<file path="src/rtl/pe_resp_pkg.sv">
// constants for the executive command responder and erase control
// assumes a single 50 MHz clock and a synchronous active-high reset
package pe_resp_pkg;
  // response result codes
  localparam logic [3:0]  RES_PASS      = 4'h1;
  localparam logic [3:0]  RES_FAIL      = 4'h2;
  localparam logic [3:0]  RES_UNKNOWN   = 4'h3;
  // command codes
  localparam logic [3:0]  OP_CODE_READ  = 4'h2;
  localparam logic [3:0]  OP_ID_PROG    = 4'h4;
  localparam logic [3:0]  OP_ROW_PROG   = 4'h5;
  localparam logic [3:0]  OP_BLANK_Q    = 4'ha;
  localparam logic [3:0]  OP_VER_Q      = 4'hb;
  localparam logic [3:0]  OP_WORD_PROG  = 4'hd;
  // command lengths in words, header included
  localparam logic [11:0] LEN_READ      = 12'h004;
  localparam logic [11:0] LEN_ID_PROG   = 12'h004;
  localparam logic [11:0] LEN_ROW_PROG  = 12'h063;
  localparam logic [11:0] LEN_BLANK     = 12'h003;
  localparam logic [11:0] LEN_VER       = 12'h001;
  localparam logic [11:0] LEN_WORD_PROG = 12'h004;
  // query/error byte values
  localparam logic [7:0]  QE_OK         = 8'h00;
  localparam logic [7:0]  QE_VERIFY     = 8'h01;
  localparam logic [7:0]  QE_OTHER      = 8'h02;
  localparam logic [7:0]  QE_BLANK      = 8'hf0;
  localparam logic [7:0]  QE_NOT_BLANK  = 8'h0f;
  localparam logic [15:0] HDR_WORDS     = 16'h0002;
  // nonvolatile control register
  localparam int          NVM_WIP_BIT   = 15;
  localparam int          NVM_WREN_BIT  = 14;
  localparam logic [7:0]  NVM_ERASE_OP  = 8'h42;
  localparam logic [15:0] NVM_RESET     = 16'h0000;
  localparam logic [7:0]  PAGE_RESET    = 8'h00;
  localparam logic [7:0]  EXEC_PAGE     = 8'h80;
  // timing
  localparam int          CLK_PERIOD_NS = 20;
  localparam int          ERASE_TIME_NS = 40000;
  localparam int          ERASE_CYCLES  =
    (ERASE_TIME_NS + CLK_PERIOD_NS - 1) / CLK_PERIOD_NS;

  // expected command length; zero marks an unknown command
  function automatic logic [11:0] exp_len(input logic [3:0] op);
    case (op)
      OP_CODE_READ: return LEN_READ;
      OP_ID_PROG:   return LEN_ID_PROG;
      OP_ROW_PROG:  return LEN_ROW_PROG;
      OP_BLANK_Q:   return LEN_BLANK;
      OP_VER_Q:     return LEN_VER;
      OP_WORD_PROG: return LEN_WORD_PROG;
      default:      return 12'h000;
    endcase
  endfunction

  // read response length: three words per packed pair plus header
  function automatic logic [15:0] rsp_len(input logic [15:0] n);
    logic [16:0] pairs;
    pairs = ({1'b0, n} + 17'h00001) >> 1;
    return 16'(pairs * 17'h00003 + 17'h00002);
  endfunction
endpackage

</file>
<file path="src/rtl/pe_responder.sv">
// executive command interpreter: takes command words, hands the work
// to the executor port and answers with a two-word header plus data.
// assumes the executor raises op_done once per op_start and, for a
// code read, supplies program words on rd_valid after op_done.
// Behaviour
// - result codes: 1 pass, 2 fail, 3 unknown
// - failure returns fail code and reason byte
// - unknown command gets unknown reply, no execution
// - response is two header words plus data
// - result code is 4-bit field, word one
// - second 4-bit field echoes command code
// - one command at a time, every one answered
// - byte carries query data or error code
// - queries answer pass code unless length is wrong or executor fails
// - blank check: f0 blank, 0f not blank
// - version: major upper nibble, revision lower
// - successful non-query: error byte is zero
// - row or ID program verify failure reports error 1
// - any other error reports error 2
// - length field counts words including header
// - all but code read answer two words
// - read length: three per pair plus two
// - bit 15 clears at erase end, polled
`timescale 1ns/10ps
module pe_responder (
  input  wire logic        clk,
  input  wire logic        rst,
  input  wire logic        cmd_valid,
  output logic             cmd_ready,
  input  wire logic [15:0] cmd_word,
  output logic             rsp_valid,
  input  wire logic        rsp_ready,
  output logic [15:0]      rsp_word,
  output logic             arg_valid,
  output logic [15:0]      arg_word,
  output logic [11:0]      arg_index,
  output logic             op_start,
  output logic [3:0]       op_code,
  input  wire logic        op_done,
  input  wire logic        op_verify_fail,
  input  wire logic        op_error,
  input  wire logic        op_blank,
  input  wire logic [3:0]  ver_major,
  input  wire logic [3:0]  ver_minor,
  input  wire logic        rd_valid,
  output logic             rd_ready,
  input  wire logic [23:0] rd_word,
  input  wire logic        nvm_we,
  input  wire logic [15:0] nvm_wdata,
  input  wire logic        page_we,
  input  wire logic [7:0]  page_wdata,
  input  wire logic        tbl_write,
  output logic [15:0]      nvm_ctl,
  output logic [7:0]       table_page,
  output logic             erase_busy,
  output logic             erase_done,
  output logic             busy
);
  import pe_resp_pkg::*;

  typedef enum logic [2:0] {
    S_IDLE, S_ARGS, S_EXEC, S_WAIT, S_HDR0, S_HDR1, S_DATA
  } state_t;

  state_t      state_r;
  logic [3:0]  op_r;
  logic [11:0] len_r;
  logic [11:0] cnt_r;
  logic [15:0] n_r;
  logic [15:0] hdr_r;
  logic [15:0] size_r;
  logic [15:0] rem_r;
  logic [15:0] left_r;
  logic        data_ok_r;
  logic        cmd_take;
  logic        rsp_take;
  logic        rd_take;
  logic        pk_valid;
  logic [15:0] pk_word;
  logic        pk_in_ready;
  logic        known;
  logic        len_ok;

  // the programmer is held off until the answer has gone out
  assign cmd_ready = (state_r == S_IDLE) || (state_r == S_ARGS);
  assign cmd_take  = cmd_valid && cmd_ready;
  assign rsp_take  = rsp_valid && rsp_ready;
  assign rd_take   = rd_valid && rd_ready;
  assign known     = exp_len(op_r) != 12'h000;
  assign len_ok    = len_r == exp_len(op_r);
  assign op_code   = op_r;
  assign busy      = state_r != S_IDLE;

  assign rsp_valid = (state_r == S_HDR0) || (state_r == S_HDR1) ||
                     (state_r == S_DATA && pk_valid);
  always_comb begin
    case (state_r)
      S_HDR0:  rsp_word = hdr_r;
      S_HDR1:  rsp_word = size_r;
      default: rsp_word = pk_word;
    endcase
  end
  assign rd_ready = (state_r == S_DATA) && rem_r != 16'h0000 && pk_in_ready;

  always_ff @(posedge clk) begin
    if (rst) state_r <= S_IDLE;
    else begin
      case (state_r)
        S_IDLE:
          if (cmd_take)
            state_r <= (cmd_word[11:0] > 12'h001) ? S_ARGS : S_EXEC;
        S_ARGS:
          if (cmd_take && cnt_r + 12'h001 == len_r) state_r <= S_EXEC;
        S_EXEC:
          // unknown commands go straight to the answer
          state_r <= (known && len_ok && op_r != OP_VER_Q) ?
                     S_WAIT : S_HDR0;
        S_WAIT:
          if (op_done) state_r <= S_HDR0;
        S_HDR0:
          if (rsp_take) state_r <= S_HDR1;
        S_HDR1:
          if (rsp_take) state_r <= data_ok_r ? S_DATA : S_IDLE;
        S_DATA:
          if (rsp_take && left_r == 16'h0001) state_r <= S_IDLE;
        default:
          state_r <= S_IDLE;
      endcase
    end
  end

  // command capture; the word count for a code read is the first argument
  always_ff @(posedge clk) begin
    if (rst) begin
      op_r  <= 4'h0;
      len_r <= 12'h000;
      cnt_r <= 12'h000;
      n_r   <= 16'h0000;
    end else if (cmd_take && state_r == S_IDLE) begin
      op_r  <= cmd_word[15:12];
      len_r <= cmd_word[11:0];
      cnt_r <= 12'h001;
    end else if (cmd_take) begin
      cnt_r <= cnt_r + 12'h001;
      if (op_r == OP_CODE_READ && cnt_r == 12'h001) n_r <= cmd_word;
    end
  end

  always_ff @(posedge clk) begin
    if (rst) begin
      arg_valid <= 1'b0;
      arg_word  <= 16'h0000;
      arg_index <= 12'h000;
    end else begin
      arg_valid <= cmd_take && state_r == S_ARGS;
      if (cmd_take) begin
        arg_word  <= cmd_word;
        arg_index <= cnt_r;
      end
    end
  end

  // header build: {result, echoed command, query/error byte}
  always_ff @(posedge clk) begin
    if (rst) begin
      hdr_r     <= 16'h0000;
      size_r    <= HDR_WORDS;
      data_ok_r <= 1'b0;
      op_start  <= 1'b0;
    end else begin
      op_start <= 1'b0;
      if (state_r == S_EXEC) begin
        size_r    <= HDR_WORDS;
        data_ok_r <= 1'b0;
        if (!known)
          hdr_r <= {RES_UNKNOWN, op_r, QE_OK};
        else if (!len_ok)
          hdr_r <= {RES_FAIL, op_r, QE_OTHER};
        else if (op_r == OP_VER_Q)
          hdr_r <= {RES_PASS, op_r, ver_major, ver_minor};
        else
          op_start <= 1'b1;
      end else if (state_r == S_WAIT && op_done) begin
        if (op_error)
          hdr_r <= {RES_FAIL, op_r, QE_OTHER};
        else if (op_verify_fail)
          hdr_r <= {RES_FAIL, op_r,
                    (op_r == OP_ROW_PROG || op_r == OP_ID_PROG) ?
                    QE_VERIFY : QE_OTHER};
        else if (op_r == OP_BLANK_Q)
          hdr_r <= {RES_PASS, op_r,
                    op_blank ? QE_BLANK : QE_NOT_BLANK};
        else begin
          hdr_r <= {RES_PASS, op_r, QE_OK};
          if (op_r == OP_CODE_READ) begin
            size_r    <= rsp_len(n_r);
            data_ok_r <= n_r != 16'h0000;
          end
        end
      end
    end
  end

  // counts of program words still to fetch and data words still to send
  always_ff @(posedge clk) begin
    if (rst) begin
      rem_r  <= 16'h0000;
      left_r <= 16'h0000;
    end else if (state_r == S_HDR0) begin
      rem_r  <= n_r;
      left_r <= size_r - HDR_WORDS;
    end else begin
      if (rd_take) rem_r <= rem_r - 16'h0001;
      if (state_r == S_DATA && rsp_take) left_r <= left_r - 16'h0001;
    end
  end

  resp_packer u_packer (
    .clk       (clk),
    .rst       (rst),
    .in_valid  (rd_take),
    .in_ready  (pk_in_ready),
    .in_word   (rd_word),
    .in_last   (rem_r == 16'h0001),
    .out_valid (pk_valid),
    .out_ready (rsp_ready && state_r == S_DATA),
    .out_word  (pk_word)
  );

  // the programmer runs the erase sequence through these ports
  nvm_erase_ctrl u_nvm (
    .clk        (clk),
    .rst        (rst),
    .ctl_we     (nvm_we),
    .ctl_wdata  (nvm_wdata),
    .page_we    (page_we),
    .page_wdata (page_wdata),
    .tbl_write  (tbl_write),
    .ctl_q      (nvm_ctl),
    .page_q     (table_page),
    .busy       (erase_busy),
    .done       (erase_done)
  );
endmodule // pe_responder

</file>
<file path="src/rtl/resp_packer.sv">
// packs 24-bit program words, two at a time, into three 16-bit words
// assumes in_last marks the final word; an odd one is zero-padded
`timescale 1ns/10ps
module resp_packer (
  input  wire logic        clk,
  input  wire logic        rst,
  input  wire logic        in_valid,
  output logic             in_ready,
  input  wire logic [23:0] in_word,
  input  wire logic        in_last,
  output logic             out_valid,
  input  wire logic        out_ready,
  output logic [15:0]      out_word
);
  import pe_resp_pkg::*;
  logic [23:0] lo_r;
  logic [23:0] hi_r;
  logic        have_r;
  logic        full_r;
  logic [1:0]  idx_r;

  assign in_ready  = !full_r;
  assign out_valid = full_r;

  always_comb begin
    case (idx_r)
      2'h0:    out_word = lo_r[15:0];
      2'h1:    out_word = {hi_r[23:16], lo_r[23:16]};
      default: out_word = hi_r[15:0];
    endcase
  end

  always_ff @(posedge clk) begin
    if (rst) begin
      lo_r   <= 24'h000000;
      hi_r   <= 24'h000000;
      have_r <= 1'b0;
      full_r <= 1'b0;
      idx_r  <= 2'h0;
    end else if (in_valid && in_ready) begin
      if (!have_r) begin
        lo_r   <= in_word;
        hi_r   <= 24'h000000;
        have_r <= !in_last;
        full_r <= in_last;
      end else begin
        hi_r   <= in_word;
        have_r <= 1'b0;
        full_r <= 1'b1;
      end
      idx_r <= 2'h0;
    end else if (out_valid && out_ready) begin
      full_r <= (idx_r != 2'h2);
      idx_r  <= (idx_r == 2'h2) ? 2'h0 : idx_r + 2'h1;
    end
  end
endmodule // resp_packer

</file>
<file path="src/rtl/nvm_erase_ctrl.sv">
// nonvolatile control register, table page and executive erase timer
// assumes the programmer loads the control word before setting bit 15
`timescale 1ns/10ps
module nvm_erase_ctrl (
  input  wire logic        clk,
  input  wire logic        rst,
  input  wire logic        ctl_we,
  input  wire logic [15:0] ctl_wdata,
  input  wire logic        page_we,
  input  wire logic [7:0]  page_wdata,
  input  wire logic        tbl_write,
  output logic [15:0]      ctl_q,
  output logic [7:0]       page_q,
  output logic             busy,
  output logic             done
);
  import pe_resp_pkg::*;
  logic [11:0] cnt_r;
  logic        arm_r;
  logic        start;

  // erase needs the erase opcode, write enable and a dummy table write
  assign start = ctl_we && ctl_wdata[NVM_WIP_BIT] && !busy && arm_r &&
                 ctl_q[NVM_WREN_BIT] && ctl_q[7:0] == NVM_ERASE_OP;

  always_ff @(posedge clk) begin
    if (rst) page_q <= PAGE_RESET;
    else if (page_we) page_q <= page_wdata;
  end

  always_ff @(posedge clk) begin
    if (rst) arm_r <= 1'b0;
    else if (start) arm_r <= 1'b0;
    else if (tbl_write) arm_r <= (page_q == EXEC_PAGE);
  end

  always_ff @(posedge clk) begin
    if (rst) begin
      busy  <= 1'b0;
      cnt_r <= 12'h000;
      done  <= 1'b0;
    end else begin
      done <= 1'b0;
      if (start) begin
        busy  <= 1'b1;
        cnt_r <= 12'(ERASE_CYCLES);
      end else if (busy) begin
        cnt_r <= cnt_r - 12'h001;
        if (cnt_r == 12'h001) begin
          busy <= 1'b0;
          done <= 1'b1;
        end
      end
    end
  end

  // writes are ignored while erasing so the busy flag cannot be faked
  always_ff @(posedge clk) begin
    if (rst) ctl_q <= NVM_RESET;
    else if (busy && cnt_r == 12'h001) ctl_q[NVM_WIP_BIT] <= 1'b0;
    else if (ctl_we && !busy) begin
      ctl_q              <= ctl_wdata;
      ctl_q[NVM_WIP_BIT] <= start;
    end
  end
endmodule // nvm_erase_ctrl

</file>
<file path="config.mk">
export PLATFORM = sky130hd
export DESIGN_NAME = pe_responder
export DESIGN_NICKNAME = d
export VERILOG_FILES = /design/src/rtl/pe_resp_pkg.sv /design/src/rtl/pe_responder.sv /design/src/rtl/resp_packer.sv /design/src/rtl/nvm_erase_ctrl.sv
export SDC_FILE = /design/constraint.sdc
export NUM_CORES = 1
export LEC_CHECK = 0
export ABC_CLOCK_PERIOD_IN_PS = 3520
export BUFFER_PORTS_ARGS = -buffer_cell sky130_fd_sc_hd__clkbuf_2
export CORE_MARGIN = 8
export CORE_UTILIZATION = 58
export CTS_CLUSTER_SIZE = 14
export DETAILED_ROUTE_END_ITERATION = 12
export PLACE_DENSITY = 0.8
export SLEW_MARGIN = 20
export SYNTH_ARGS = -nofsm -noshare
export SYNTH_HDL_FRONTEND = slang
export SYNTH_SLANG_ARGS = --single-unit
</file>
<file path="constraint.sdc">
create_clock -name clk -period 3.52 [get_ports clk]
set_input_delay 0.704 -clock clk [delete_from_list [all_inputs] [get_ports clk]]
set_output_delay 0.704 -clock clk [all_outputs]
set_load 0.03 [all_outputs]
</file>
==> results of run 1 <==
## where the power goes
group          leakage, nW  total [mW]  switching, mW  internal, mW
registers             1.87        3.13          0.271          2.86
logic                 3.46        2.54           1.69         0.853
clock network        0.394        2.60           1.06          1.54
## per-layer routing
| layer | track usage, % | routed length (um) | up-vias |
|---|---|---|---|
| met3 | 5.130 | 2159 | 60 |
| met5 | 0 | 18 | - |
| met1 | 32.82 | 14130 | 5134 |
| met4 | 7.364 | 620 | 4 |
| met2 | 43.08 | 15680 | 310 |
| li1 | - | - | 5297 |
## kinds of logic (layout without fill, tap and decap cells)
family / count (synthesis) / after routing
flip-flops: 231 / 231
AO/OA/AOI/OAI: 311 / 311
buffers and inverters: 126 / 267
multiplexers: 85 / 85
XOR/XNOR: 72 / 72
AND/OR/NAND/NOR: 567 / 567
adder cells (fa/ha/maj): 39 / 39
## final cells by class
cell class	count	area [um2]	share of cell area [%]
Tap cell	270	337.8	2.486
Inverter	30	112.6	0.8287
Clock buffer	36	706.9	5.203
Clock inverter	9	103.9	0.7643
Multi-Input combinational cell	1074	6649	48.93
Sequential cell	231	4626	34.04
Timing Repair Buffer	192	1052	7.744
## synth_stat cells (12+ instances only)
library cell	count	area share [%]
a21oi_1	160	6.8
nor3_1	44	1.9
nor4_1	27	1.4
nor2_1	166	5.3
mux2i_1	84	7.1
nand3_1	24	1.0
nand2_1	202	6.4
buf_2	12	0.51
a22o_1	24	1.8
dfxtp_1	231	39
o21ai_0	26	1.1
ha_1	38	4.0
xor2_1	25	1.9
a211oi_1	34	2.2
inv_1	30	0.96
clkbuf_1	78	2.5
xnor2_1	47	3.5
## cells in the final DEF (no fill, tap or decap), drive strengths merged, types with 29 or more instances in the layout
| master | instances |
|---|---|
| dfxtp | 231 |
| nand2 | 202 |
| clkbuf | 198 |
| nor2 | 167 |
| a21oi | 160 |
| mux2i | 84 |
| xnor2 | 47 |
| nor3 | 46 |
| ha | 38 |
| a211oi | 34 |
| inv | 31 |
| buf | 30 |
| nor4 | 29 |
## per-stage QoR
stage                     instances  util (%)  setup WS (ns)
after floorplan                1431         -         0.3297
after global placement         1796     63.44         0.2047
after detailed placement       1796     63.44        0.08959
after CTS                      1841     67.48        0.08528
after global routing           1842     67.59      0.0006217
final                          1842     67.59         0.2500
## sequential cells by signal (all words and copies together) (netlist names), 2 cells and up
register and cells:
arg_index 12, size_r 16, rem_r 16, u_packer.idx_r 2, len_r 12, u_nvm.ctl_q 16
hdr_r 14, u_nvm.page_q 8, op_code 4, n_r 16, cnt_r 12, left_r 16
u_packer.lo_r 24, arg_word 16, state_r 3, u_nvm.cnt_r 12, u_packer.hi_r 24
## repair_timing
action,CTS,global route
hold endpoints to repair,0,0
endpoints found under the setup margin,0,3
buffers inserted,0,1
resized for setup,0,6
## final timing paths
kind	start	endpoint	depth (start not counted)
worst max-delay path	n_r[5]$_SDFFE_PP0P_	size_r[15]$_SDFFE_PP0P_	12
worst min-delay path	nvm_wdata[11]	u_nvm.ctl_q[11]$_SDFFE_PP0P_	3
worst max register to register	n_r[5]$_SDFFE_PP0P_	size_r[15]$_SDFFE_PP0P_	12
worst min register to register	arg_word[8]$_SDFFE_PP0P_	arg_word[8]$_SDFFE_PP0P_	2
## critical path, cell delays in order (launching register included)
cell      delay, ns
dfxtp_1        0.44
and4_2         0.32
nand2_1        0.10
nor2_1         0.13
xor2_1         0.22
ha_1           0.28
ha_1           0.24
or4_1          0.56
o211ai_1       0.30
a21oi_1        0.15
a31oi_1        0.22
xnor2_1        0.14
a21oi_1        0.08
==> flow_summary.json, run 1 <==
{
  "die-area_um2": 25110,
  "synth_xor_area_share_pct": 5.357,
  "final_nets": 1677,
  "syn-instance-count": 1431,
  "synth_edf_count": 0,
  "wire_per_inst_um": 17.70,
  "fin_crit_sh_pct": 92.90,
  "power.density_nw_per_um2": 608.7,
  "p_leak_nw": 5.724,
  "synth_fp_nets": 1554,
  "clock_path_buffers": 3,
  "critPathRequiredTime_ns": 3.94,
  "status": "complete, no violations",
  "ir_drop_mv": 0.3589,
  "hold_violations": 0,
  "clock-root-buffer": "clkbuf_16",
  "clock_sinks": 231,
  "fin_worst_skew_ns": 0.01464,
  "p_total_mw": 8.271,
  "r2r_setup_slack_ns": 0.25,
  "antenna_cells": 0,
  "io_pins": 164,
  "grt_usage_pct": 25.66,
  "gp_congestion": 0.9162,
  "critPathArrivalTime_ns": 3.69,
  "avgViaCountPerCell": 5.866,
  "drtAntennaViolNets": 0,
  "finalSetupViolations": 0,
  "cp-start-kind": "flop",
  "maxCapViolCount": 0,
  "dp_hpwl_um": 23710,
  "drt-total-wl_um": 32610,
  "postPlaceCellArea_um2": 12750,
  "holdWs_ns": 0.3933,
  "row_count": 52,
  "netlist_area_um2": 11770,
  "drt_first_pass_iters": 5,
  "die_w_um": 158.5,
  "tightest_slew_ns": 1.051,
  "htree_levels": 1,
  "io_buffer_count": 163,
  "grt_pass1_vias": 10638,
  "relSlewSlack_pct": 29.76,
  "synthAdderAreaFrac_pct": 4.209,
  "synth_seq_area_share_pct": 39.29,
  "setup-tns-final_ns": 0,
  "cts_buffers": 25,
  "hold_class": "input port to flop",
  "endpoint_kind": "flop",
  "clk_latency_ns": 0.53,
  "syn_avg_cell_area_um2": 8.226,
  "grt_pass1_wl_um": 53020,
  "grt_antenna_before_repair": 2,
  "cts_tree": "built",
  "clk_pin_slew_ns": 0.07,
  "rsz0062_at_grt": "no",
  "synth_ff_type": "dfxtp_1",
  "drc": 0,
  "overflow": 0,
  "synthDistinctLibCells": 79,
  "nFillCells": 1690,
  "grt_max_degree": 116,
  "initial_core_util_pct": 58.55,
  "drv_slew": 0,
  "synth_top_family_by_area": "simple AND/OR/NAND/NOR gates",
  "final_area_um2": 13590,
  "clock.fmax_mhz": 305.8,
  "ys_seq_elements": 231,
  "critPathMaxFanout": 6,
  "core_area_um2": 20100,
  "vias": 10805,
  "syn_to_final_growth_pct": 15.43,
  "ys_warn_count": 0,
  "drt-initial-drc-count": 830,
  "worstSetupPathType": "flop to flop",
  "synth_compound_area_share_pct": 16.48,
  "ys_async_sr_fraction_pct": 0,
  "drive_gt1_share_pct": 16.67,
  "synth-simple-area-share_pct": 23.07,
  "cts_hold_buf": 0,
  "die_y_um": 158.5,
  "period_needed_ns": 3.270,
  "synthMuxAreaShare_pct": 7.239
}
Power figures use the tool's default switching activity.
==> inputs of run 2 (changes only) <==
Settings changed: ABC_CLOCK_PERIOD_IN_PS 3520 to 3400.
Clock period 3.52 ns to 3.4 ns, I/O delays scaled along.
==> run 2 against run 1 <==
  * Sequential cell count stayed put
  * Clock-buffer cell count is 3 lower
  * Sequential share of layout area down 0.33 points
  * Die area is the same
  * Sequential power is 4% higher
  * Hold slack lost 0.028 ns
  * Utilization rose by 0.76 points
  * Maximum frequency is 2.3% higher
  * Non-clock buffer count rose by 1
  * Via count is 2.0% higher
  * Largest cell class unchanged
==> flow_summary.json, run 2 (synthesized netlist as in run 1, its figures left out) <==
{
  "status": "complete, no violations",
  "groute.layer.met2.usage_pct": 43.74,
  "clk_latency_ns": 0.53,
  "p_total_mw": 8.883,
  "cts_tree": "built",
  "antenna_cells": 0,
  "grt_antenna_before_repair": 2,
  "io_buffer_count": 163,
  "maxCapViolCount": 0,
  "die-area_um2": 25110,
  "ir_drop_mv": 0.4739,
  "grt.met3_usage_pct": 6.352,
  "clock_path_buffers": 3,
  "p_leak_nw": 5.809,
  "io_pins": 164,
  "dp_hpwl_um": 23740,
  "critPathArrivalTime_ns": 3.60,
  "setup-tns-final_ns": 0,
  "drt-total-wl_um": 33180,
  "clock.fmax_mhz": 313.0,
  "drv_slew": 0,
  "drtAntennaViolNets": 0,
  "worstSetupPathType": "flop to flop",
  "wire_per_inst_um": 17.98,
  "overflow": 0,
  "die_y_um": 158.5,
  "core_area_um2": 20100,
  "period_needed_ns": 3.195,
  "cp-start-kind": "flop",
  "grt_pass1_vias": 10591,
  "htree_levels": 1,
  "hold_class": "input port to flop",
  "clock_sinks": 231,
  "hold_violations": 0,
  "grt_max_degree": 86,
  "avgViaCountPerCell": 5.972,
  "relSlewSlack_pct": 35.61,
  "clock-root-buffer": "clkbuf_16",
  "mostFrequentLayoutCell": "dfxtp_1",
  "vias": 11018,
  "fin_crit_sh_pct": 93.97,
  "critPathRequiredTime_ns": 3.81,
  "final_nets": 1679,
  "die_w_um": 158.5,
  "initial_core_util_pct": 58.55,
  "cts_buffers": 26,
  "top_regs": "u_packer.hi_r: 24 flops, u_packer.lo_r: 24 flops",
  "drt_first_pass_iters": 8,
  "clk_pin_slew_ns": 0.06,
  "row_count": 52,
  "grt_pass1_wl_um": 52720,
  "final_cell_mix": "dfxtp_1 (225), nand2_1 (202), nor2_1 (165), clkbuf_2 (162), a21oi_1 (159)",
  "finalSetupViolations": 0,
  "fin_worst_skew_ns": 0.01721,
  "gp_congestion": 0.8954,
  "nFillCells": 1654,
  "drt-initial-drc-count": 871,
  "endpoint_kind": "flop",
  "critPathMaxFanout": 6,
  "drive_gt1_share_pct": 17.65,
  "power.density_nw_per_um2": 646.5,
  "rsz0062_at_grt": "no",
  "drc": 0,
  "grt_usage_pct": 25.67,
  "top_usage_layer": "met2",
  "syn_to_final_growth_pct": 16.73,
  "met1_usage_pct": 31.58,
  "tightest_slew_ns": 0.9635
}
-- run 2: changes by cell type in the layout (fill, tap and decap cells not counted), sizes merged --
cell	previous run	this run
buf	30	31
bufinv	2	4
clkbuf	198	195
clkinv	4	7
clkinvlp	2	1
inv	31	32
-- run 2: layout make-up --
type	count	area [um2]	area share, %
multi-input combinational	1074	6670	48.54
timing repair buffer	193	1060	7.713
sequential	231	4632	33.71
tap	270	337.8	2.459
clock inverter	14	180.2	1.311
clock buffer	33	748.2	5.445
inverter	30	112.6	0.8195
-- run 2: timing repair --
| item | CTS | global route |
|---|---|---|
| resized for setup | 0 | 15 |
| setup buffers | 0 | 1 |
| hold buffers | 0 | 0 |
| setup endpoints to repair | 0 | 5 |
-- run 2: routing by layer --
metal	up-vias	part of all wire [%]
met2	403	48
met4	4	1.8
li1	5307	-
met1	5244	42
met5	-	0.081
met3	60	7.7
-- run 2: path summary, 6_finish.rpt --
kind / from / endpoint / slack, ns / cells after the start
worst max-delay path: n_r[5]$_SDFFE_PP0P_ / size_r[15]$_SDFFE_PP0P_ / 0.21 / 12
worst min-delay path: nvm_wdata[3] / u_nvm.ctl_q[3]$_SDFFE_PP0P_ / 0.37 / 3
worst max register to register: n_r[5]$_SDFFE_PP0P_ / size_r[15]$_SDFFE_PP0P_ / 0.21 / 12
worst min register to register: arg_index[10]$_SDFFE_PP0P_ / arg_index[10]$_SDFFE_PP0P_ / 0.45 / 2
-- run 2: critical path, cell delays in order (launching register included) --
cell and delay (ns):
dfxtp_2 0.40, and4_2 0.31, nand2_1 0.11, nor2_1 0.14, xor2_1 0.21, ha_1 0.27
ha_1 0.24, or4_1 0.55, o211ai_1 0.29, a21oi_1 0.15, a31oi_1 0.21, xnor2_1 0.14
a21oi_1 0.08
-- run 2: stage by stage --
step	cell area (um2)	util [%]	cells	hold slack [ns]	worst slack [ns]
after global routing	13740	68.35	1845	0.3639	0.01586
after detailed placement	12760	63.48	1797	0.4458	0.07694
after global placement	12760	63.48	1797	0.4412	0.1584
final	13740	68.35	1845	0.3657	0.2051
after floorplan	11770	-	1431	0.4447	0.2097
after CTS	13690	68.10	1844	0.3491	0.03863
-- run 2: power by group --
group,switching [mW],total (mW),internal (mW)
Clock,1.16,3.01,1.86
Sequential,0.288,3.25,2.96
Combinational,1.73,2.62,0.887
Total,3.18,8.88,5.71
==> inputs of run 3 (changes only) <==
Settings changed: ABC_AREA set to 1.
==> run 3 against run 2 <==
  * Hold slack better by 0.027 ns
  * Combinational power up 2%
  * Synthesized cell count up 21%
  * Area after synthesis up 2.5%
  * Sequential cell count unchanged
  * Largest power group unchanged
==> flow_summary.json, run 3 <==
{
  "gp_congestion": 0.9832,
  "setup_slack_ns": 0.2246,
  "final_area_um2": 13950,
  "fin_worst_skew_ns": 0.01172,
  "ys_async_sr_fraction_pct": 0,
  "row_count": 52,
  "reg2reg_depth": 20,
  "swShare_pct": 37.13,
  "synthAdderAreaFrac_pct": 4.105,
  "overflow": 0,
  "top_layer": "met4",
  "p_leak_nw": 6.369,
  "fin_crit_sh_pct": 93.39,
  "drt_first_pass_iters": 6,
  "synth_fp_nets": 1856,
  "synth_top_family_by_area": "simple AND/OR/NAND/NOR gates",
  "clock-root-buffer": "clkbuf_16",
  "power.density_nw_per_um2": 622.8,
  "io_pins": 164,
  "cts_buffers": 25,
  "combPwrFrac_pct": 30.6,
  "synth-simple-area-share_pct": 26.80,
  "clock.fmax_mhz": 314.9,
  "relSlewSlack_pct": 48.79,
  "p_total_mw": 8.689,
  "syn_avg_cell_area_um2": 6.964,
  "avgViaCountPerCell": 5.595,
  "period_needed_ns": 3.175,
  "final_nets": 1991,
  "initial_core_util_pct": 59.46,
  "drv_slew": 0,
  "synth_top_area_cell": "dfxtp_1",
  "r2r_end": "size_r[15]$_SDFFE_PP0P_",
  "crit_path_top_delay_cell": "dfxtp_2",
  "slowest_delay_ns": 0.35,
  "synth_top_area_share_pct": 38.32,
  "synth_area_leaders": "dfxtp_1 (38%), nand2_1 (9.5%), o21ai_0 (7.3%)",
  "syn_to_final_growth_pct": 15.59,
  "critPathMaxFanout": 4,
  "drt-initial-drc-count": 1105,
  "htree_levels": 1,
  "top_regs": "u_packer.hi_r: 24 flops, u_packer.lo_r: 24 flops",
  "die_y_um": 160.3,
  "hold_violations": 0,
  "hold_class": "input port to flop",
  "die_w_um": 160.3,
  "place_ws_ns": 0.04027,
  "clk_latency_ns": 0.52,
  "clock_sinks": 231,
  "p_sw_mw": 3.226,
  "die-area_um2": 25680,
  "drt-total-wl_um": 34500,
  "critPathRequiredTime_ns": 3.86,
  "cts_tree": "built",
  "drtAntennaViolNets": 0,
  "finalSetupViolations": 0,
  "synth_compound_area_share_pct": 18.73,
  "grt_max_degree": 80,
  "grt_pass1_vias": 11562,
  "seq_power_share_pct": 38.5,
  "maxCapViolCount": 0,
  "crit_path_start": "n_r[1]$_SDFFE_PP0P_",
  "clock_path_buffers": 3,
  "r2r-start": "n_r[1]$_SDFFE_PP0P_",
  "grt_pass1_wl_um": 56080,
  "ir_drop_mv": 0.4715,
  "antenna_cells": 0,
  "wl_met3_um": 2979,
  "cts_hold_buf": 0,
  "mostFrequentLayoutCell": "nand2_1",
  "critPathArrivalTime_ns": 3.63,
  "worstSetupPathType": "flop to flop",
  "clkPwrFrac_pct": 30.9,
  "dp_hpwl_um": 25210,
  "cp-start-kind": "flop",
  "syn-instance-count": 1733,
  "synth_edf_count": 0,
  "endpoint": "size_r[15]$_SDFFE_PP0P_",
  "status": "complete, no violations",
  "synth_xor_area_share_pct": 3.266,
  "synth.most_common_cell": "nand2_1",
  "nFillCells": 1755,
  "synthTopCellsByCount": "nand2_1 (304), dfxtp_1 (231), nor2_1 (231)",
  "vias": 12058,
  "r2r_setup_slack_ns": 0.22,
  "wire_per_inst_um": 16.01,
  "grt_usage_pct": 25.67,
  "synthMuxAreaShare_pct": 0,
  "ys_warn_count": 0,
  "synth_seq_area_share_pct": 38.32,
  "endpoint_kind": "flop",
  "tightest_slew_ns": 0.7673,
  "crit_chain": "inv_1 > nor3_4 > nand3_1 > nor2_1 > nand2_2 > nor3_4 > xor2_1 > inv_1 > ha_1 > ha_4 > nand2_1 > nor3_2 > a21oi_2 > o21ai_2 > nand2_1 > nand3_1 > nand3_1 > nand2_1 > nor2_1 > nor2_1",
  "ys_seq_elements": 231,
  "final_cell_mix": "nand2_1 (303), dfxtp_1 (228), nor2_1 (227), o21ai_0 (175), inv_1 (174)",
  "drc": 0,
  "grt_antenna_before_repair": 0,
  "rsz0062_at_grt": "yes",
  "wl_met1_um": 15130,
  "postPlaceCellArea_um2": 13020,
  "internal_power_mw": 5.463,
  "clk_pin_slew_ns": 0.06,
  "met2_length_um": 15370,
  "post-route-util_pct": 68.73,
  "netlist_area_um2": 12070,
  "core_area_um2": 20300,
  "io_buffer_count": 163,
  "drive_gt1_share_pct": 15.92,
  "synth_ff_type": "dfxtp_1",
  "synthDistinctLibCells": 53
}
## run 3: cells by family (layout without fill, tap and decap cells)
family | count (synthesis) | after routing
AND/OR/NAND/NOR | 746 | 746
AO/OA/AOI/OAI | 410 | 410
buffers and inverters | 262 | 414
flip-flops | 231 | 231
adder cells (fa/ha/maj) | 39 | 39
XOR/XNOR | 45 | 45
## run 3: power groups by stage
stage | Clock, mW | Combinational [mW] | Sequential [mW]
2_1_floorplan | 0 | 1.73 | 3.56
4_1_cts | 2.73 | 2.63 | 3.34
6_report | 2.68 | 2.66 | 3.35
5_1_grt | 2.84 | 2.95 | 3.39
3_5_place_dp | 0 | 2.60 | 3.39
3_3_place_gp | 0 | 2.57 | 3.38
## run 3: metal layers
| layer | vias to the layer above | GRT usage (%) |
|---|---|---|
| li1 | 6021 | - |
| met1 | 5494 | 34.20 |
| met2 | 465 | 40.14 |
| met3 | 78 | 5.887 |
| met4 | 0 | 8.794 |
| met5 | - | 0 |
## run 3: worst max-delay path, delay by kind of cell (launching register included)
kind,cells,cell delay (ns)
AND/OR/NAND/NOR,13,1.54
adder cells (fa/ha/maj),2,0.63
flip-flops,1,0.35
AO/OA/AOI/OAI,2,0.27
XOR/XNOR,1,0.17
buffers and inverters,2,0.16
## run 3: cell type report
| cell class | instances | area, um2 | share of cell area (%) |
|---|---|---|---|
| Multi-Input combinational cell | 1240 | 6499 | 46.58 |
| Sequential cell | 231 | 4631 | 33.19 |
| Timing Repair Buffer | 180 | 955.9 | 6.852 |
| Inverter | 190 | 721.9 | 5.175 |
| Clock buffer | 35 | 703.2 | 5.040 |
| Tap cell | 270 | 337.8 | 2.422 |
| Clock inverter | 9 | 102.6 | 0.7354 |
## run 3: how the worst min path moves through the flow
stage / cells past startpoint / to / startpoint
2_1_floorplan: 2 / u_packer.hi_r[16]$_SDFFE_PP0P_ / u_packer.hi_r[16]$_SDFFE_PP0P_
3_3_place_gp: 2 / u_nvm.ctl_q[15]$_SDFFE_PP0P_ / u_nvm.ctl_q[15]$_SDFFE_PP0P_
3_5_place_dp: 2 / u_packer.hi_r[20]$_SDFFE_PP0P_ / u_packer.hi_r[20]$_SDFFE_PP0P_
4_1_cts: 3 / u_nvm.page_q[0]$_SDFFE_PP0P_ / page_wdata[0]
5_1_grt: 3 / u_nvm.page_q[5]$_SDFFE_PP0P_ / page_wdata[5]
6_report: 3 / u_nvm.page_q[6]$_SDFFE_PP0P_ / page_wdata[6]
## run 3: timing repair
action | 4_1_cts | 5_1_grt
endpoints found under the setup margin | 0 | 9
buffers inserted | 0 | 1
resized for setup | 0 | 25
## run 3: stage by stage
stage               cells  hold slack [ns]  TNS (ns)
finish               2155           0.3929         0
CTS                  2154           0.3802         0
detailed placement   2110           0.4587         0
floorplan            1733           0.4437         0
global placement     2110           0.4523         0
global route         2155           0.3998  -0.08135
